[src/sdc_pkg.sv]
// Purpose: constants for the sdram command timing controller
// Assumes: 125 MHz controller clock, four banks, 32-bit data
// Notes: base times in ps except T_REF_MS in ms, counts derived from the ps times
`default_nettype none
package sdc_pkg;
  localparam int CLK_PERIOD_PS = 8000;
  localparam int T_REFI_PS = 15600000;
  localparam int T_REF_MS = 64;
  localparam int T_RAS_PS = 42000;
  localparam int T_RP_PS = 18000;
  localparam int T_RCD_PS = 18000;
  localparam int T_RRD_PS = 12000;
  localparam int T_DPL_PS = 7000;
  localparam int T_RSC_PS = 12000;
  localparam int T_CKSP_PS = 1500;
  localparam int RD_END_TO_WR_GAP = 2;
  localparam int CLK_DISABLE_LATENCY = 1;

  // least time: round up, never below one cycle
  function automatic int cyc_min(input int ps);
    int c;
    c = (ps + CLK_PERIOD_PS - 1) / CLK_PERIOD_PS;
    return (c < 1) ? 1 : c;
  endfunction : cyc_min

  // longest time: round down, never below one cycle
  function automatic int cyc_max(input int ps);
    int c;
    c = ps / CLK_PERIOD_PS;
    return (c < 1) ? 1 : c;
  endfunction : cyc_max

  localparam int N_REFI = cyc_max(T_REFI_PS);
  localparam int N_RAS = cyc_min(T_RAS_PS);
  localparam int N_RP = cyc_min(T_RP_PS);
  localparam int N_RC = N_RAS + N_RP;
  localparam int N_RCD = cyc_min(T_RCD_PS);
  localparam int N_RRD = cyc_min(T_RRD_PS);
  localparam int N_DPL = cyc_min(T_DPL_PS);
  localparam int N_RSC = cyc_min(T_RSC_PS);
  localparam int N_CKSP = cyc_min(T_CKSP_PS);

  // {cs_n, ras_n, cas_n, we_n}
  localparam logic [3:0] CMD_NOP = 4'h7;
  localparam logic [3:0] CMD_ACT = 4'h3;
  localparam logic [3:0] CMD_RD = 4'h5;
  localparam logic [3:0] CMD_WR = 4'h4;
  localparam logic [3:0] CMD_PRE = 4'h2;
  localparam logic [3:0] CMD_REF = 4'h1;
  localparam logic [3:0] CMD_MRS = 4'h0;
  localparam int AP_BIT = 10;
  localparam int MODE_CL_POS = 4;

  typedef enum logic [2:0] {
    SDC_INIT = 3'h0,
    SDC_IDLE = 3'h1,
    SDC_RCD = 3'h3,
    SDC_COL = 3'h2,
    SDC_REFW = 3'h6,
    SDC_PD = 3'h7,
    SDC_SR = 3'h5,
    SDC_SRX = 3'h4
  } sdc_state_e;
endpackage : sdc_pkg
`default_nettype wire

[src/sdc_ctrl.sv]
// Purpose: host controller driving a four-bank 32-bit sdram
// Assumes: closed-page accesses with auto-precharge, one at a time
// Notes: burst length and read latency are parameters
`default_nettype none
module sdc_ctrl #(
  parameter int RD_LAT = 3,
  parameter int BURST_LEN = 1
) (
  input wire logic ref_clk_i,
  input wire logic rst_n_i,
  input wire logic req_valid_i,
  input wire logic req_we_i,
  input wire logic [1:0] req_bank_i,
  input wire logic [10:0] req_row_i,
  input wire logic [7:0] req_col_i,
  input wire logic [31:0] req_wdata_i,
  input wire logic [3:0] req_be_i,
  input wire logic pd_req_i,
  input wire logic sr_req_i,
  input wire logic [31:0] dq_i,
  output logic req_ready_o,
  output logic rd_valid_o,
  output logic [31:0] rd_data_o,
  output logic init_done_o,
  output logic cke_o,
  output logic cs_n_o,
  output logic ras_n_o,
  output logic cas_n_o,
  output logic we_n_o,
  output logic [1:0] ba_o,
  output logic [10:0] addr_o,
  output logic [3:0] dqm_o,
  output logic [31:0] dq_o,
  output logic dq_oe_o
);
  localparam logic [7:0] W_RP = 8'(sdc_pkg::N_RP - 1);
  localparam logic [7:0] W_RC = 8'(sdc_pkg::N_RC - 1);
  localparam logic [7:0] W_RCD = 8'(sdc_pkg::N_RCD - 1);
  localparam logic [7:0] W_RSC = 8'(sdc_pkg::N_RSC - 1);
  localparam logic [7:0] W_CKSP = 8'(sdc_pkg::N_CKSP);
  localparam logic [7:0] W_SRX = 8'(sdc_pkg::N_CKSP + sdc_pkg::N_RC - 1);
  localparam logic [3:0] L_RRD = 4'(sdc_pkg::N_RRD - 1);
  localparam logic [3:0] L_RDGAP = 4'(RD_LAT + BURST_LEN + sdc_pkg::RD_END_TO_WR_GAP - 2);
  localparam logic [4:0] B_RC = 5'(sdc_pkg::N_RC - 1);
  localparam logic [4:0] B_WRA = 5'(BURST_LEN + ((RD_LAT == 3) ? 1 : 0) + sdc_pkg::N_RP
                                    + sdc_pkg::N_DPL - 2);
  localparam logic [4:0] B_RDA = 5'(BURST_LEN + sdc_pkg::N_RP - 1);
  localparam logic [10:0] MODE_WORD = 11'(RD_LAT << sdc_pkg::MODE_CL_POS);
  localparam logic [11:0] L_REFI = 12'(sdc_pkg::N_REFI - 1);

  function automatic logic [4:0] bmax(input logic [4:0] a, input logic [4:0] b);
    return (a > b) ? a : b;
  endfunction : bmax

  sdc_pkg::sdc_state_e state_r;
  logic [7:0] wait_r;
  logic [1:0] init_step_r;
  logic [3:0] bank_to_bank_activate_delay_r;
  logic [3:0] rd_gap_r;
  logic [4:0] bank_cnt_r [4];
  logic [11:0] refi_r;
  logic ref_pend_r;
  logic [RD_LAT:0] rd_pipe_r;
  logic [3:0] cmd_r;
  logic we_r;
  logic [1:0] bank_r;
  logic [7:0] col_r;
  logic [31:0] wdata_r;
  logic [3:0] be_r;
  logic banks_idle;
  logic [3:0] cmd_nxt;
  logic issue_ref;

  assign banks_idle = (bank_cnt_r[0] == 5'h00) && (bank_cnt_r[1] == 5'h00) &&
                      (bank_cnt_r[2] == 5'h00) && (bank_cnt_r[3] == 5'h00);
  assign {cs_n_o, ras_n_o, cas_n_o, we_n_o} = cmd_r;
  assign issue_ref = (cmd_nxt == sdc_pkg::CMD_REF);

  // next command, one source for the sequencer and every counter
  always_comb begin
    cmd_nxt = sdc_pkg::CMD_NOP;
    case (state_r)
      sdc_pkg::SDC_INIT: begin
        if (wait_r == 8'h00) begin
          case (init_step_r)
            2'h0: cmd_nxt = sdc_pkg::CMD_PRE;
            2'h1, 2'h2: cmd_nxt = sdc_pkg::CMD_REF;
            default: cmd_nxt = sdc_pkg::CMD_MRS;
          endcase
        end
      end
      sdc_pkg::SDC_IDLE: begin
        if ((wait_r == 8'h00) && (ref_pend_r || sr_req_i) && banks_idle) begin
          cmd_nxt = sdc_pkg::CMD_REF;
        end else if ((wait_r == 8'h00) && !ref_pend_r && !sr_req_i && !pd_req_i &&
                     req_valid_i && (bank_cnt_r[req_bank_i] == 5'h00) && (bank_to_bank_activate_delay_r == 4'h0)) begin
          cmd_nxt = sdc_pkg::CMD_ACT;
        end
      end
      sdc_pkg::SDC_COL: begin
        if ((wait_r == 8'h00) && (!we_r || (rd_gap_r == 4'h0))) begin
          cmd_nxt = we_r ? sdc_pkg::CMD_WR : sdc_pkg::CMD_RD;
        end
      end
      default: cmd_nxt = sdc_pkg::CMD_NOP;
    endcase
  end

  // command sequencer
  always_ff @(posedge ref_clk_i) begin
    if (!rst_n_i) begin
      state_r <= sdc_pkg::SDC_INIT;
      wait_r <= 8'h00;
      init_step_r <= 2'h0;
      cmd_r <= sdc_pkg::CMD_NOP;
      cke_o <= 1'b1;
      ba_o <= 2'h0;
      addr_o <= 11'h000;
      dqm_o <= 4'hf;
      dq_o <= 32'h0;
      dq_oe_o <= 1'b0;
      req_ready_o <= 1'b0;
      init_done_o <= 1'b0;
      we_r <= 1'b0;
      bank_r <= 2'h0;
      col_r <= 8'h00;
      wdata_r <= 32'h0;
      be_r <= 4'h0;
    end else begin
      req_ready_o <= 1'b0;
      dq_oe_o <= 1'b0;
      dqm_o <= (cmd_r == sdc_pkg::CMD_RD) ? 4'h0 : 4'hf;
      if (wait_r != 8'h00) wait_r <= wait_r - 8'h01;
      case (state_r)
        sdc_pkg::SDC_INIT: begin
          if (wait_r == 8'h00) begin
            init_step_r <= init_step_r + 2'h1;
            case (init_step_r)
              2'h0: begin
                addr_o <= 11'h400;
                wait_r <= W_RP;
              end
              2'h1, 2'h2: begin
                wait_r <= W_RC;
              end
              default: begin
                addr_o <= MODE_WORD;
                ba_o <= 2'h0;
                wait_r <= W_RSC;
                init_done_o <= 1'b1;
                state_r <= sdc_pkg::SDC_IDLE;
              end
            endcase
          end
        end
        sdc_pkg::SDC_IDLE: begin
          if (wait_r == 8'h00) begin
            if (ref_pend_r) begin
              if (banks_idle) begin
                wait_r <= W_RC;
                state_r <= sdc_pkg::SDC_REFW;
              end
            end else if (sr_req_i) begin
              if (banks_idle) begin
                cke_o <= 1'b0;
                state_r <= sdc_pkg::SDC_SR;
              end
            end else if (pd_req_i) begin
              // no sleep while a bank still precharges or read data is due
              if (banks_idle) begin
                cke_o <= 1'b0;
                state_r <= sdc_pkg::SDC_PD;
              end
            end else if (req_valid_i && (bank_cnt_r[req_bank_i] == 5'h00) &&
                         (bank_to_bank_activate_delay_r == 4'h0)) begin
              ba_o <= req_bank_i;
              addr_o <= req_row_i;
              req_ready_o <= 1'b1;
              we_r <= req_we_i;
              bank_r <= req_bank_i;
              col_r <= req_col_i;
              wdata_r <= req_wdata_i;
              be_r <= req_be_i;
              wait_r <= W_RCD;
              state_r <= sdc_pkg::SDC_COL;
            end
          end
        end
        sdc_pkg::SDC_COL: begin
          if ((wait_r == 8'h00) && (!we_r || (rd_gap_r == 4'h0))) begin
            ba_o <= bank_r;
            addr_o <= {1'b1, 2'h0, col_r};
            if (we_r) begin
              dq_o <= wdata_r;
              dq_oe_o <= 1'b1;
              dqm_o <= ~be_r;
            end
            state_r <= sdc_pkg::SDC_IDLE;
          end
        end
        sdc_pkg::SDC_REFW: begin
          if (wait_r == 8'h00) state_r <= sdc_pkg::SDC_IDLE;
        end
        sdc_pkg::SDC_PD: begin
          if (!pd_req_i || ref_pend_r) begin
            cke_o <= 1'b1;
            wait_r <= W_CKSP;
            state_r <= sdc_pkg::SDC_IDLE;
          end
        end
        sdc_pkg::SDC_SR: begin
          if (!sr_req_i) begin
            cke_o <= 1'b1;
            wait_r <= W_SRX;
            state_r <= sdc_pkg::SDC_SRX;
          end
        end
        sdc_pkg::SDC_SRX: begin
          if (wait_r == 8'h00) state_r <= sdc_pkg::SDC_IDLE;
        end
        default: state_r <= sdc_pkg::SDC_INIT;
      endcase
      cmd_r <= cmd_nxt;
    end
  end

  // per-bank busy counters and cross-bank spacing
  always_ff @(posedge ref_clk_i) begin
    if (!rst_n_i) begin
      for (int i = 0; i < 4; i++) bank_cnt_r[i] <= 5'h00;
      bank_to_bank_activate_delay_r <= 4'h0;
      rd_gap_r <= 4'h0;
    end else begin
      for (int i = 0; i < 4; i++) begin
        if (bank_cnt_r[i] != 5'h00) bank_cnt_r[i] <= bank_cnt_r[i] - 5'h01;
      end
      if (bank_to_bank_activate_delay_r != 4'h0) bank_to_bank_activate_delay_r <= bank_to_bank_activate_delay_r - 4'h1;
      if (rd_gap_r != 4'h0) rd_gap_r <= rd_gap_r - 4'h1;
      if (cmd_nxt == sdc_pkg::CMD_ACT) begin
        bank_cnt_r[req_bank_i] <= B_RC;
        bank_to_bank_activate_delay_r <= L_RRD;
      end
      if (cmd_nxt == sdc_pkg::CMD_WR) begin
        bank_cnt_r[bank_r] <= bmax(bank_cnt_r[bank_r] - 5'h01, B_WRA);
      end
      if (cmd_nxt == sdc_pkg::CMD_RD) begin
        bank_cnt_r[bank_r] <= bmax(bank_cnt_r[bank_r] - 5'h01, B_RDA);
        rd_gap_r <= L_RDGAP;
      end
    end
  end

  // refresh interval timer; reload on refresh wins over expiry
  always_ff @(posedge ref_clk_i) begin
    if (!rst_n_i) begin
      refi_r <= L_REFI;
      ref_pend_r <= 1'b0;
    end else if (issue_ref) begin
      refi_r <= L_REFI;
      ref_pend_r <= 1'b0;
    end else if (refi_r == 12'h000) begin
      refi_r <= L_REFI;
      ref_pend_r <= init_done_o;
    end else begin
      refi_r <= refi_r - 12'h001;
    end
  end

  // read return pipeline
  always_ff @(posedge ref_clk_i) begin
    if (!rst_n_i) begin
      rd_pipe_r <= '0;
      rd_valid_o <= 1'b0;
      rd_data_o <= 32'h0;
    end else begin
      rd_pipe_r <= {rd_pipe_r[RD_LAT-1:0], cmd_nxt == sdc_pkg::CMD_RD};
      rd_valid_o <= rd_pipe_r[RD_LAT];
      if (rd_pipe_r[RD_LAT]) rd_data_o <= dq_i;
    end
  end

  logic [12:0] ref_age_r;
  logic [1:0] wr_bank_r;
  always_ff @(posedge ref_clk_i) begin
    if (!rst_n_i) ref_age_r <= 13'h0000;
    else if ((cmd_r == sdc_pkg::CMD_REF) || !cke_o || !init_done_o) ref_age_r <= 13'h0000;
    else ref_age_r <= ref_age_r + 13'h0001;
    if (cmd_r == sdc_pkg::CMD_WR) wr_bank_r <= ba_o;
  end

  property p_refi;
    @(posedge ref_clk_i) disable iff (!rst_n_i) ref_age_r < 13'h7c6;
  endproperty
  a_refi: assert property (p_refi) else $error("refresh overdue");
  property p_wr_data;
    @(posedge ref_clk_i) disable iff (!rst_n_i) (cmd_r == sdc_pkg::CMD_WR) |-> dq_oe_o;
  endproperty
  a_wr_data: assert property (p_wr_data) else $error("write data missing");
  property p_rd_wr;
    @(posedge ref_clk_i) disable iff (!rst_n_i)
      (cmd_r == sdc_pkg::CMD_RD) |=> (cmd_r != sdc_pkg::CMD_WR) [*4];
  endproperty
  a_rd_wr: assert property (p_rd_wr) else $error("write too soon after read");
  property p_rrd;
    @(posedge ref_clk_i) disable iff (!rst_n_i)
      (cmd_r == sdc_pkg::CMD_ACT) |=> (cmd_r != sdc_pkg::CMD_ACT);
  endproperty
  a_rrd: assert property (p_rrd) else $error("activates too close");
  property p_mrs;
    @(posedge ref_clk_i) disable iff (!rst_n_i)
      (cmd_r == sdc_pkg::CMD_MRS) |=> (cmd_r == sdc_pkg::CMD_NOP);
  endproperty
  a_mrs: assert property (p_mrs) else $error("command inside mode cycle");
  property p_pd_exit;
    @(posedge ref_clk_i) disable iff (!rst_n_i)
      $rose(cke_o) |-> (cmd_r != sdc_pkg::CMD_ACT) [*2];
  endproperty
  a_pd_exit: assert property (p_pd_exit) else $error("activate too soon on wake");
  property p_srx_nop;
    @(posedge ref_clk_i) disable iff (!rst_n_i)
      (state_r == sdc_pkg::SDC_SRX) |-> (cmd_r == sdc_pkg::CMD_NOP) && cke_o;
  endproperty
  a_srx_nop: assert property (p_srx_nop) else $error("command during exit");
  property p_srx_cke;
    @(posedge ref_clk_i) disable iff (!rst_n_i)
      ($rose(cke_o) && $past(state_r == sdc_pkg::SDC_SR)) |-> cke_o [*8];
  endproperty
  a_srx_cke: assert property (p_srx_cke) else $error("clock enable dropped");
  property p_wra;
    @(posedge ref_clk_i) disable iff (!rst_n_i)
      (cmd_r == sdc_pkg::CMD_WR) |=>
        !((cmd_r == sdc_pkg::CMD_ACT) && (ba_o == wr_bank_r)) [*4];
  endproperty
  a_wra: assert property (p_wra) else $error("bank reopened too soon");
  property p_act_col;
    @(posedge ref_clk_i) disable iff (!rst_n_i)
      (cmd_r == sdc_pkg::CMD_ACT) |=> (cmd_r == sdc_pkg::CMD_NOP) [*2];
  endproperty
  a_act_col: assert property (p_act_col) else $error("column before row ready");

  c_read: cover property (@(posedge ref_clk_i) rd_valid_o);
  c_write: cover property (@(posedge ref_clk_i) cmd_r == sdc_pkg::CMD_WR);
  c_ref: cover property (@(posedge ref_clk_i) state_r == sdc_pkg::SDC_REFW);
  c_srx: cover property (@(posedge ref_clk_i) state_r == sdc_pkg::SDC_SRX);
endmodule : sdc_ctrl
`default_nettype wire

[config.mk]
export PLATFORM = sky130hd
export DESIGN_NAME = sdc_ctrl
export DESIGN_NICKNAME = d
export VERILOG_FILES = /design/src/sdc_pkg.sv /design/src/sdc_ctrl.sv
export SDC_FILE = /design/constraint.sdc
export NUM_CORES = 1
export LEC_CHECK = 0
export BUFFER_PORTS_ARGS = -buffer_cell sky130_fd_sc_hd__buf_2
export CORE_MARGIN = 10
export CORE_UTILIZATION = 60
export CTS_BUF_LIST = sky130_fd_sc_hd__clkbuf_8
export CTS_CLUSTER_SIZE = 25
export DETAILED_ROUTE_END_ITERATION = 6
export PLACE_DENSITY = 0.95
export SYNTH_ARGS = -nofsm -noshare
export SYNTH_HDL_FRONTEND = slang
export SYNTH_SLANG_ARGS = --single-unit
[constraint.sdc]
create_clock -name ref_clk_i -period 8.25 [get_ports ref_clk_i]
set_clock_uncertainty 0.15 [all_clocks]
set_input_delay 1.65 -clock ref_clk_i [delete_from_list [all_inputs] [get_ports ref_clk_i]]
set_output_delay 1.65 -clock ref_clk_i [all_outputs]
set_load 0.1 [all_outputs]
==> results.sh, run 1 <==
export IMPL_crit_slowest_cell="sky130_fd_sc_hd__nor3b_2"
export IMPL_endpoint_class_of_the_critical_path="flip-flop"
export IMPL_grt_antenna_before_repair=1
export IMPL_number_of_flops_mapped_to_enable_cells_by_yosys=20
export IMPL_final_min_period_over_clock_period_pct=50.78
export IMPL_yosys_mux_area_fraction_pct=6.968
export IMPL_port_buffers=183
export IMPL_cts_sinks=196
export IMPL_cts_tree="yes"
export IMPL_cp_data_required_time_ps=8220
export IMPL_totalNegativeSetupSlack_ps=0
export IMPL_count_of_warnings_emitted_by_yosys=0
export IMPL_total_global_route_track_usage_pct=22.41
export IMPL_async_flop_share_pct=0
export IMPL_clk_root_buffer_cell="sky130_fd_sc_hd__clkbuf_8"
export IMPL_multi_input_area_um2=4333
export IMPL_cts_max_level=4
export IMPL_fillerInstances=1059
export IMPL_core_rowCount=44
export IMPL_tightestPinTransition_ps=1125
export IMPL_syn_inst=1024
export IMPL_synth_compound_area_share_pct=13.99
export IMPL_maximum_number_of_pins_on_one_net_before_global_route_repair=77
export IMPL_route_vias_total=7822
export IMPL_worstSkewPairLatency_ps=470
export IMPL_drt_wl_total_mm=23.07
export IMPL_path_class="reg2reg"
export IMPL_setup_viol=0
export IMPL_max_slew_violations=0
export IMPL_placeableCoreArea_um2=14480
export IMPL_final_hold_viol_count=0
export IMPL_die_area_um2=19940
export IMPL_largest_family_of_logic_cells_by_synthesized_area="simple AND/OR/NAND/NOR gates"
export IMPL_synthesis_nets=1139
export IMPL_fmax_mhz=238.7
export IMPL_synthToLayoutAreaGrowth_pct=15.33
export IMPL_postLayoutCellArea_um2=10170
export IMPL_cts_root_to_sink_buffers=2
export IMPL_detail_route_vias_per_cell=5.739
export IMPL_placed_cell_area_um2=9757
export IMPL_gp_congestion=0.9319
export IMPL_final_util_pct=70.22
export IMPL_wl_per_cell_um=16.92
export IMPL_reported_max_cap_violation_count=0
export IMPL_regArea_um2=4125
export IMPL_layout_common_cells="208 x sky130_fd_sc_hd__nand2_1, 183 x sky130_fd_sc_hd__buf_2, 175 x sky130_fd_sc_hd__dfxtp_1"
export IMPL_syn_area_um2=8816
export IMPL_yosys_area_share_xor_xnor_pct=2.980
export IMPL_numCtsBuffers=17
export IMPL_critical_path_startpoint_type="flip-flop"
export IMPL_seq_area_frac_synth_pct=46.78
export IMPL_post_cts_hold_buffer_count=0
export IMPL_num_io_pins=185
export IMPL_vdd_ir_drop_worst_mv=0.1366
export IMPL_initial_core_util_pct=60.89
export IMPL_rsz_0062_raised_after_global_routing="no"
export IMPL_synth_simple_area_share_pct=22.03
export IMPL_clkTransAtPathRegs_ps=90
export IMPL_crit_path_cell_trace="nor3b_2, o22ai_1, a211oi_1, a2111oi_0, a32oi_4, nand4_1"
export IMPL_globalRouteOverflowTotal=0
export IMPL_cts_setup_buffers=0
export IMPL_power_per_cell_area_nw_per_um2=285.7
export IMPL_synthesis_area_per_instance_um2=8.609
export IMPL_final_hold_worst_slack_ps=276.7
export IMPL_synthFlopType="sky130_fd_sc_hd__dfxtp_1"
export IMPL_grt_pass1_vias=7542
export IMPL_drt_iter0_drc=692
export IMPL_antenna_left=0
export IMPL_synth_seq_cells=196
export IMPL_detail_route_drc_violations=0
export IMPL_die_height_um=141.2
export IMPL_critical_path_max_stage_delay_ps=940
export IMPL_grt_pass1_wl_mm=37.36
export IMPL_drive_gt1_share_pct=21.14
export IMPL_post_cts_resized_instances=0
export IMPL_power_leakage_nw=4.011
export IMPL_yosys_area_share_adder_pct=2.838
export IMPL_hold_class="reg2reg"
export IMPL_crit_arrival_ps=4160
export IMPL_timing_max_slew_rel_slack_pct=24.58
export IMPL_layout_commonest_cell="sky130_fd_sc_hd__nand2_1"
export IMPL_final_net_count=1280
export IMPL_drt_pass1_iter_count=7
export IMPL_library_cells_used_by_synthesis=70
export IMPL_critical_path_max_fanout=15
export IMPL_status="complete, no violations"
export IMPL_die_x_um=141.2
export IMPL_final_min_clock_period_ps=4189
export IMPL_post_dp_hpwl_mm=16.65
synthesized netlist by cell type, drive strengths merged (18+ instances only):
cell | number | area (um2)
nor3 | 18 | 90.09
edfxtp | 20 | 600.6
dfxtp | 176 | 3523
inv | 30 | 112.6
xnor2 | 18 | 157.7
o21ai | 38 | 212.7
nor2 | 102 | 385.4
nand2 | 208 | 780.8
clkbuf | 53 | 198.9
a21oi | 96 | 480.5
ha | 20 | 250.2
mux2i | 45 | 475.5
critical path: cells and delay by family (launching register included):
family	cells	cell delay, ps
simple gates	2	1270
flops	1	680
compound gates	4	1750
layer usage:
metal	share of wire [%]	vias up	global-route usage [%]
li1	-	3803	-
met1	40	3607	26.56
met2	47	353	36.36
met3	11	57	8.095
met4	2.5	2	8.315
met5	0.056	-	0
worst paths after layout:
path | startpoint | endpoint | slack (ps) | cells past startpoint
setup / recovery | state_r[1] | bank_cnt_r[1][4] | 4060 | 6
hold / removal | refi_r[0] | refi_r[0] | 280 | 1
setup reg to reg | state_r[1] | bank_cnt_r[1][4] | 4060 | 6
hold reg to reg | refi_r[0] | refi_r[0] | 280 | 1
kinds of logic after synthesis:
family / Yosys count
AOI/OAI and AO/OA: 199
xor gates and xnor gates: 30
muxes: 52
adders and majority gates: 20
buffers and inverters: 96
other: 1
DFF: 196
and+or+nand+nor: 430
sequential cells by signal, indices dropped and copies added (netlist names), 3 cells and up, named ones only:
register / flops
rd_pipe_r: 4
rd_data_o: 32
wait_r: 8
dqm_o: 4
state_r: 3
be_r: 4
refi_r: 12
dq_o: 32
col_r: 8
cmd_r: 3
bank_cnt_r: 20
rd_gap_r: 4
addr_o: 11
bank_to_bank_activate_delay_r: 4
wdata_r: 32
stage by stage:
stage	power (mW)	instances	worst slack (ps)
floorplan	2.047	1024	4475
global placement	2.222	1330	3758
detailed placement	2.260	1330	3716
CTS	2.898	1362	4182
global route	3.069	1362	3764
finish	2.904	1363	4061
where the power goes:
| group | total, mW | leakage (nW) | switching, mW | internal, mW |
|---|---|---|---|---|
| Combinational | 1.07 | 2.15 | 0.705 | 0.367 |
| Sequential | 1.19 | 1.65 | 0.104 | 1.09 |
| Clock | 0.638 | 0.210 | 0.352 | 0.286 |
| Total | 2.90 | 4.01 | 1.16 | 1.74 |
cell type report:
type                       instances  share of cell area (%)
tap                              184                   2.264
antenna                            1                 0.02461
clock inverter                    14                   1.575
sequential                       196                   40.57
inverter                          30                   1.132
multi-input combinational        732                   42.62
timing repair buffer             188                   9.377
clock buffer                      18                   2.437
Note: power is estimated with default switching activity, not from simulation.
==> run 2, diff against run 1 <==
--- a/config.mk
+++ b/config.mk
@@ -5,13 +5,14 @@
 export SDC_FILE = /design/constraint.sdc
 export NUM_CORES = 1
 export LEC_CHECK = 0
+export ABC_AREA = 1
 export BUFFER_PORTS_ARGS = -buffer_cell sky130_fd_sc_hd__buf_2
 export CORE_MARGIN = 10
-export CORE_UTILIZATION = 60
+export CORE_UTILIZATION = 51
 export CTS_BUF_LIST = sky130_fd_sc_hd__clkbuf_8
 export CTS_CLUSTER_SIZE = 25
 export DETAILED_ROUTE_END_ITERATION = 6
-export PLACE_DENSITY = 0.95
+export PLACE_DENSITY = 0.88
 export SYNTH_ARGS = -nofsm -noshare
 export SYNTH_HDL_FRONTEND = slang
 export SYNTH_SLANG_ARGS = --single-unit
==> constraint.sdc (replaced) <==
create_clock -name ref_clk_i -period 3.84 [get_ports ref_clk_i]
set_clock_uncertainty 0.15 [all_clocks]
set_input_delay 0.768 -clock ref_clk_i [delete_from_list [all_inputs] [get_ports ref_clk_i]]
set_output_delay 0.768 -clock ref_clk_i [all_outputs]
set_load 0.1 [all_outputs]
==> run 2 against run 1 <==
  * Sequential power increased by 110%
  * Global-route usage fell by 2.2 points
  * Sequential cell count did not move
  * Utilization decreased by 10 points
  * Worst hold slack better by 0.57 ps
==> results.sh, run 2 <==
export IMPL_layout_common_cells="218 x sky130_fd_sc_hd__nor2_1, 182 x sky130_fd_sc_hd__buf_2, 176 x sky130_fd_sc_hd__dfxtp_1"
export IMPL_reg_largest_list="dq_o (32), rd_data_o (32), wdata_r (32)"
export IMPL_power_share_switching_pct=44.09
export IMPL_endpoint_class_of_the_critical_path="flip-flop"
export IMPL_drt_iter0_drc=756
export IMPL_setup_ws_ps=733.0
export IMPL_stdcell_count=1590
export IMPL_setup_viol=0
export IMPL_timing_max_slew_rel_slack_pct=34.59
export IMPL_num_antenna_cells=0
export IMPL_yosys_top_cells_area="sky130_fd_sc_hd__dfxtp_1 39%, sky130_fd_sc_hd__nor2_1 9.1%, sky130_fd_sc_hd__nand2_1 7.3%, sky130_fd_sc_hd__edfxtp_1 6.7%, sky130_fd_sc_hd__a21oi_1 6.4%"
export IMPL_post_dp_hpwl_mm=17.68
export IMPL_hold_class="reg2reg"
export IMPL_drt_wl_total_mm=23.96
export IMPL_vdd_ir_drop_worst_mv=0.5674
export IMPL_yosys_area_top_type="sky130_fd_sc_hd__dfxtp_1"
export IMPL_crit_path_cell_trace="clkinv_1, nand2_1, nand3_1, nand2_1, ha_1, xor2_1, nand3_1, nand2_1, nand3_1, nor2_1, nand4_1, nand2_1"
export IMPL_async_flop_share_pct=0
export IMPL_numCtsBuffers=17
export IMPL_crit_arrival_ps=3310
export IMPL_core_rowCount=48
export IMPL_detail_route_drc_violations=0
export IMPL_layout_commonest_cell="sky130_fd_sc_hd__nor2_1"
export IMPL_detail_route_vias_per_cell=5.282
export IMPL_critical_path_top_cell_by_count="sky130_fd_sc_hd__nand2_1"
export IMPL_final_min_period_over_clock_period_pct=80.91
export IMPL_library_cells_used_by_synthesis=44
export IMPL_critical_path_startpoint_type="flip-flop"
export IMPL_synth_seq_cells=196
export IMPL_final_hold_viol_count=0
export IMPL_tightestPinTransition_ps=980.0
export IMPL_syn_area_um2=8946
export IMPL_synth_top_cells_by_count="218 x sky130_fd_sc_hd__nor2_1, 176 x sky130_fd_sc_hd__dfxtp_1, 173 x sky130_fd_sc_hd__nand2_1, 116 x sky130_fd_sc_hd__inv_1, 114 x sky130_fd_sc_hd__a21oi_1"
export IMPL_synthesis_area_per_instance_um2=7.468
export IMPL_number_of_flops_mapped_to_enable_cells_by_yosys=20
export IMPL_globalRouteOverflowTotal=0
export IMPL_cts_setup_buffers=0
export IMPL_numPlacedInstances=1558
export IMPL_initial_core_util_pct=51.90
export IMPL_cts_sinks=196
export IMPL_port_buffers=183
export IMPL_status="complete, no violations"
export IMPL_reported_max_cap_violation_count=0
export IMPL_route_vias_total=8398
export IMPL_power_per_cell_area_nw_per_um2=620.8
export IMPL_drt_pass1_iter_count=5
export IMPL_post_synth_top_area_fraction_pct=39.38
export IMPL_gp_congestion=0.9915
export IMPL_clock_power_share_pct=21.6
export IMPL_placeableCoreArea_um2=17240
export IMPL_cts_tree="yes"
export IMPL_max_slew_violations=0
export IMPL_power_leakage_nw=4.764
export IMPL_count_of_warnings_emitted_by_yosys=0
export IMPL_synthToLayoutAreaGrowth_pct=15.62
export IMPL_synthesis_nets=1313
export IMPL_die_x_um=152.4
export IMPL_critical_path_max_fanout=11
export IMPL_cts_max_level=4
export IMPL_die_height_um=152.4
export IMPL_cp_data_required_time_ps=4040
export IMPL_synthFlopType="sky130_fd_sc_hd__dfxtp_1"
export IMPL_antenna_left=0
export IMPL_rsz_0062_raised_after_global_routing="no"
export IMPL_wl_per_cell_um=15.07
export IMPL_post_cts_hold_buffer_count=0
export IMPL_seq_area_frac_synth_pct=46.10
export IMPL_syn_inst=1198
export IMPL_crit_slowest_cell="sky130_fd_sc_hd__dfxtp_1"
export IMPL_totalNegativeSetupSlack_ps=0
export IMPL_critical_path_max_stage_delay_ps=620
export IMPL_fmax_mhz=321.9
export IMPL_final_min_clock_period_ps=3107
export IMPL_synth_most_common_cell="sky130_fd_sc_hd__nor2_1"
export IMPL_clkTransAtPathRegs_ps=110
export IMPL_place_worst_setup_slack_ps=860.3
export IMPL_post_cts_resized_instances=0
export IMPL_share_comb_of_total_power_pct=38.7
export IMPL_num_io_pins=185
export IMPL_grt_pass1_wl_mm=39.68
export IMPL_worst_path_buffer_plus_inverter_count=1
export IMPL_maximum_number_of_pins_on_one_net_before_global_route_repair=102
export IMPL_fillerInstances=1479
export IMPL_grt_antenna_before_repair=0
export IMPL_grt_pass1_vias=8235
export IMPL_worst_hold_startpoint="refi_r[0]"
export IMPL_pwr_share_seq_pct=39.7
export IMPL_drive_gt1_share_pct=20.44
export IMPL_cts_root_to_sink_buffers=2
export IMPL_total_switching_power_mw=2.831
export IMPL_critPathTopFamily="simple AND/OR/NAND/NOR gates"
export IMPL_internal_power_mw=3.590
export IMPL_clk_root_buffer_cell="sky130_fd_sc_hd__clkbuf_8"
export IMPL_worstSkewPairLatency_ps=480
export IMPL_total_global_route_track_usage_pct=20.19
export IMPL_die_area_um2=23240
export IMPL_final_net_count=1467
export IMPL_path_class="reg2reg"
[run 2: changes by cell type after synthesis, sizes merged, moves of 19 or more]
| cell | previous run | this run |
|---|---|---|
| nand2 | 208 | 188 |
| nor2 | 102 | 230 |
| a21oi | 96 | 115 |
| inv | 30 | 135 |
| mux2i | 45 | 0 |
| o21ai | 38 | 105 |
| nand3 | 17 | 62 |
[run 2: path summary, 6_finish.rpt]
check	slack, ps	cells past startpoint	endpoint
worst min-delay path	280	1	refi_r[0]
worst max-delay path	730	12	bank_cnt_r[3][1]
worst min register to register	280	1	refi_r[0]
worst max register to register	730	12	bank_cnt_r[3][1]
[run 2: through the flow]
step	power [mW]	hold WS [ps]	util (%)	instance area, um2
2_1_floorplan	4.564	228.8	-	8946
3_3_place_gp	4.936	244.2	57.56	9921
3_5_place_dp	5.019	255.2	57.56	9921
4_1_cts	6.408	279.8	60.01	10340
5_1_grt	6.831	298.5	60.01	10340
6_report	6.422	277.3	60.01	10340
[run 2: cell families (layout without fill, tap and decap cells)]
group	Yosys count	count (layout)	share of synthesized area [%]
AOI/OAI and AO/OA	243	243	14.27
and+or+nand+nor	527	527	26.03
other	1	1	0.04192
DFF	196	196	46.10
adders and majority gates	20	20	2.797
buffers and inverters	191	358	8.811
xor gates and xnor gates	20	20	1.958
[run 2: power by group through the flow]
stage               clock network, mW  logic, mW  registers (mW)
detailed placement                  0       2.43            2.58
finish                           1.39       2.48            2.55
global placement                    0       2.36            2.58
CTS                              1.41       2.46            2.54
global route                     1.49       2.76            2.58
floorplan                           0       1.63            2.94
[run 2: cell type report]
type / instances / area [um2] / share of cell area [%]
multi-input combinational: 811 / 4034 / 39.00
clock inverter: 15 / 188.9 / 1.827
tap: 225 / 281.5 / 2.722
clock buffer: 17 / 234.0 / 2.262
sequential: 196 / 4124 / 39.87
inverter: 136 / 510.5 / 4.935
timing repair buffer: 190 / 970.9 / 9.387
[run 2: metal layers]
layer / share of wire (%) / up-vias / routed length [um] / global-route usage, %
met5: 0 / - / 0 / 0
met4: 2.6 / 0 / 619 / 8.356
met3: 9.2 / 52 / 2200 / 6.830
met2: 48 / 329 / 11510 / 33.83
met1: 40 / 3821 / 9629 / 23.08
li1: - / 4196 / - / -
==> run 3, diff against run 2 <==
--- a/config.mk
+++ b/config.mk
@@ -8,11 +8,11 @@
 export ABC_AREA = 1
 export BUFFER_PORTS_ARGS = -buffer_cell sky130_fd_sc_hd__buf_2
 export CORE_MARGIN = 10
-export CORE_UTILIZATION = 51
+export CORE_UTILIZATION = 57
 export CTS_BUF_LIST = sky130_fd_sc_hd__clkbuf_8
 export CTS_CLUSTER_SIZE = 25
 export DETAILED_ROUTE_END_ITERATION = 6
-export PLACE_DENSITY = 0.88
+export PLACE_DENSITY = 0.93
 export SYNTH_ARGS = -nofsm -noshare
 export SYNTH_HDL_FRONTEND = slang
 export SYNTH_SLANG_ARGS = --single-unit
==> constraint.sdc (replaced) <==
create_clock -name ref_clk_i -period 3.1 [get_ports ref_clk_i]
set_clock_uncertainty 0.15 [all_clocks]
set_input_delay 0.62 -clock ref_clk_i [delete_from_list [all_inputs] [get_ports ref_clk_i]]
set_output_delay 0.62 -clock ref_clk_i [all_outputs]
set_load 0.1 [all_outputs]
==> run 3 against run 2 <==
  * The run now ends with design-rule violations left
  * Highest routed layer unchanged
  * Wire length grew 2.2%
  * Utilization grew 8.2 points
  * Die area shrank 9.2%
  * First-iteration DRC count grew 24%
  * Cell count shrank 0.69%
  * Sequential power grew 24%
  * Critical path type unchanged
  * Cell area grew 0.93%
  * Count of clock-buffer cells in the layout grew 2
  * Combinational power grew 26%
  * Critical path depth grew 4
  * Total power grew 26%
==> results.sh, run 3 (synthesis gave the netlist of run 2 again) <==
export IMPL_clkTransAtPathRegs_ps=100
export IMPL_crit_arrival_ps=2880
export IMPL_grt_antenna_before_repair=1
export IMPL_clock_power_share_pct=22.2
export IMPL_crit_slowest_cell="sky130_fd_sc_hd__edfxtp_1"
export IMPL_total_global_route_track_usage_pct=22.25
export IMPL_worstSkewPairLatency_ps=460
export IMPL_power_leakage_nw=4.822
export IMPL_final_net_count=1470
export IMPL_final_hold_viol_count=0
export IMPL_cts_max_level=4
export IMPL_globalRouteOverflowTotal=0
export IMPL_placeableCoreArea_um2=15310
export IMPL_detail_route_drc_violations=1
export IMPL_power_per_cell_area_nw_per_um2=774.5
export IMPL_totalNegativeSetupSlack_ps=0
export IMPL_power_share_switching_pct=41.16
export IMPL_die_height_um=145.3
export IMPL_rsz_0062_raised_after_global_routing="no"
export IMPL_final_util_pct=68.17
export IMPL_port_buffers=183
export IMPL_cp_data_required_time_ps=3130
export IMPL_clk_root_buffer_cell="sky130_fd_sc_hd__clkbuf_8"
export IMPL_route_vias_total=8528
export IMPL_rr_endpoint="bank_cnt_r[2][1]"
export IMPL_tightestPinTransition_ps=947.7
export IMPL_num_io_pins=185
export IMPL_status="complete, but fails checks"
export IMPL_core_rowCount=45
export IMPL_post_dp_hpwl_mm=17.66
export IMPL_cts_root_to_sink_buffers=2
export IMPL_critical_path_startpoint_type="flip-flop"
export IMPL_antenna_left=0
export IMPL_path_class="reg2reg"
export IMPL_final_min_period_over_clock_period_pct=91.89
export IMPL_timing_max_slew_rel_slack_pct=36.75
export IMPL_die_x_um=145.3
export IMPL_final_hold_worst_slack_ps=222.3
export IMPL_pwr_share_seq_pct=39.1
export IMPL_crit_path_cell_trace="inv_1, ha_1, nand2_1, nor2_2, nand2_1, nor2_2, nand2_1, nand2_2, inv_2, nand2_2, nand2_2, nor2_4, nand2_2, nand2_8, nand3_2, nand3_2"
export IMPL_fmax_mhz=351.0
export IMPL_grt_pass1_wl_mm=39.70
export IMPL_layout_common_cells="217 x sky130_fd_sc_hd__nor2_1, 183 x sky130_fd_sc_hd__buf_2, 176 x sky130_fd_sc_hd__dfxtp_1"
export IMPL_fillerInstances=1194
export IMPL_worst_hold_startpoint="dq_i[17]"
export IMPL_cts_tree="yes"
export IMPL_reported_max_cap_violation_count=0
export IMPL_die_area_um2=21110
export IMPL_endpoint_class_of_the_critical_path="flip-flop"
export IMPL_placed_cell_area_um2=9941
export IMPL_vdd_ir_drop_worst_mv=0.8186
export IMPL_critical_path_max_stage_delay_ps=440
export IMPL_internal_power_mw=4.757
export IMPL_cts_sinks=196
export IMPL_drt_wl_total_mm=24.49
export IMPL_postLayoutCellArea_um2=10440
export IMPL_share_comb_of_total_power_pct=38.7
export IMPL_worstReg2RegStart="bank_cnt_r[0][0]"
export IMPL_num_antenna_cells=0
export IMPL_critical_path_top_cell_by_count="sky130_fd_sc_hd__nand2_2"
export IMPL_wl_per_cell_um=15.51
export IMPL_hold_class="in2reg"
export IMPL_rr_worst_depth=16
export IMPL_setup_ws_ps=251.4
export IMPL_total_switching_power_mw=3.328
export IMPL_critical_path_max_fanout=24
export IMPL_holdPathStages=3
export IMPL_r2r_setup_slack_ps=250
export IMPL_reg_largest_list="dq_o (32), rd_data_o (32), wdata_r (32)"
export IMPL_gp_congestion=0.9407
export IMPL_drt_iter0_drc=936
export IMPL_synthToLayoutAreaGrowth_pct=16.70
export IMPL_timing_hold_worst_endpoint="rd_data_o[17]"
export IMPL_detail_route_vias_per_cell=5.401
export IMPL_drive_gt1_share_pct=20.69
export IMPL_critPathTopFamily="simple AND/OR/NAND/NOR gates"
export IMPL_layout_commonest_cell="sky130_fd_sc_hd__nor2_1"
export IMPL_initial_core_util_pct=58.42
export IMPL_max_slew_violations=0
export IMPL_worst_path_buffer_plus_inverter_count=2
export IMPL_numCtsBuffers=17
export IMPL_drt_pass1_iter_count=7
export IMPL_setup_viol=0
export IMPL_post_cts_hold_buffer_count=0
export IMPL_grt_pass1_vias=8273
export IMPL_place_worst_setup_slack_ps=163.6
export IMPL_maximum_number_of_pins_on_one_net_before_global_route_repair=102
export IMPL_final_min_clock_period_ps=2849
export IMPL_violations_in_the_final_reports="design-rule violations"
## run 3: worst max path at each step
stage	from	to	slack (ps)	cells after the start
2_1_floorplan	bank_cnt_r[2][0]	bank_cnt_r[0][0]	640	17
3_3_place_gp	bank_cnt_r[1][0]	bank_cnt_r[3][0]	290	16
3_5_place_dp	bank_cnt_r[3][0]	bank_cnt_r[1][2]	160	16
4_1_cts	bank_cnt_r[3][0]	bank_cnt_r[1][0]	110	16
5_1_grt	bank_cnt_r[0][0]	bank_cnt_r[0][3]	10	16
6_report	bank_cnt_r[0][0]	bank_cnt_r[2][1]	250	16
## run 3: cell type report
class	instances	area [um2]	share of cell area, %
clock inverters	13	178.9	1.714
clock buffers	19	261.5	2.505
flip-flops and latches	196	4124	39.50
multi-input cells	811	4085	39.13
well taps	211	264.0	2.529
inverters	136	510.5	4.890
repair buffers	193	1016	9.732
## run 3: repair_timing
| action | 4_1_cts | 5_1_grt |
|---|---|---|
| buffers inserted | 0 | 1 |
| setup endpoints to repair | 0 | 21 |
| gates resized for setup | 0 | 10 |
## run 3: layer usage
metal	GRT usage, %	wire (um)	vias up	share of wire [%]
met2	37.23	11810	388	48
li1	-	-	4197	-
met1	24.86	9601	3853	39
met3	6.706	1990	90	8.1
met4	12.23	1082	0	4.4
met5	0	0	-	0
## run 3: power by group through the flow
stage | Combinational, mW | Clock, mW | Sequential, mW
3_5_place_dp | 3.03 | 0 | 3.21
4_1_cts | 3.07 | 1.81 | 3.15
2_1_floorplan | 2.02 | 0 | 3.64
5_1_grt | 3.47 | 1.92 | 3.19
3_3_place_gp | 2.92 | 0 | 3.19
6_report | 3.13 | 1.80 | 3.16
## run 3: metrics by stage
| stage | cells | power, mW |
|---|---|---|
| global placement | 1546 | 6.109 |
| floorplan | 1198 | 5.653 |
| detailed placement | 1546 | 6.241 |
| finish | 1579 | 8.085 |
| global route | 1579 | 8.575 |
| CTS | 1578 | 8.033 |
## run 3: worst min-delay path, delay by kind of cell
kind	cells	cell delay [ps]
buffers and inverters	1	70
and+or+nand+nor	2	110
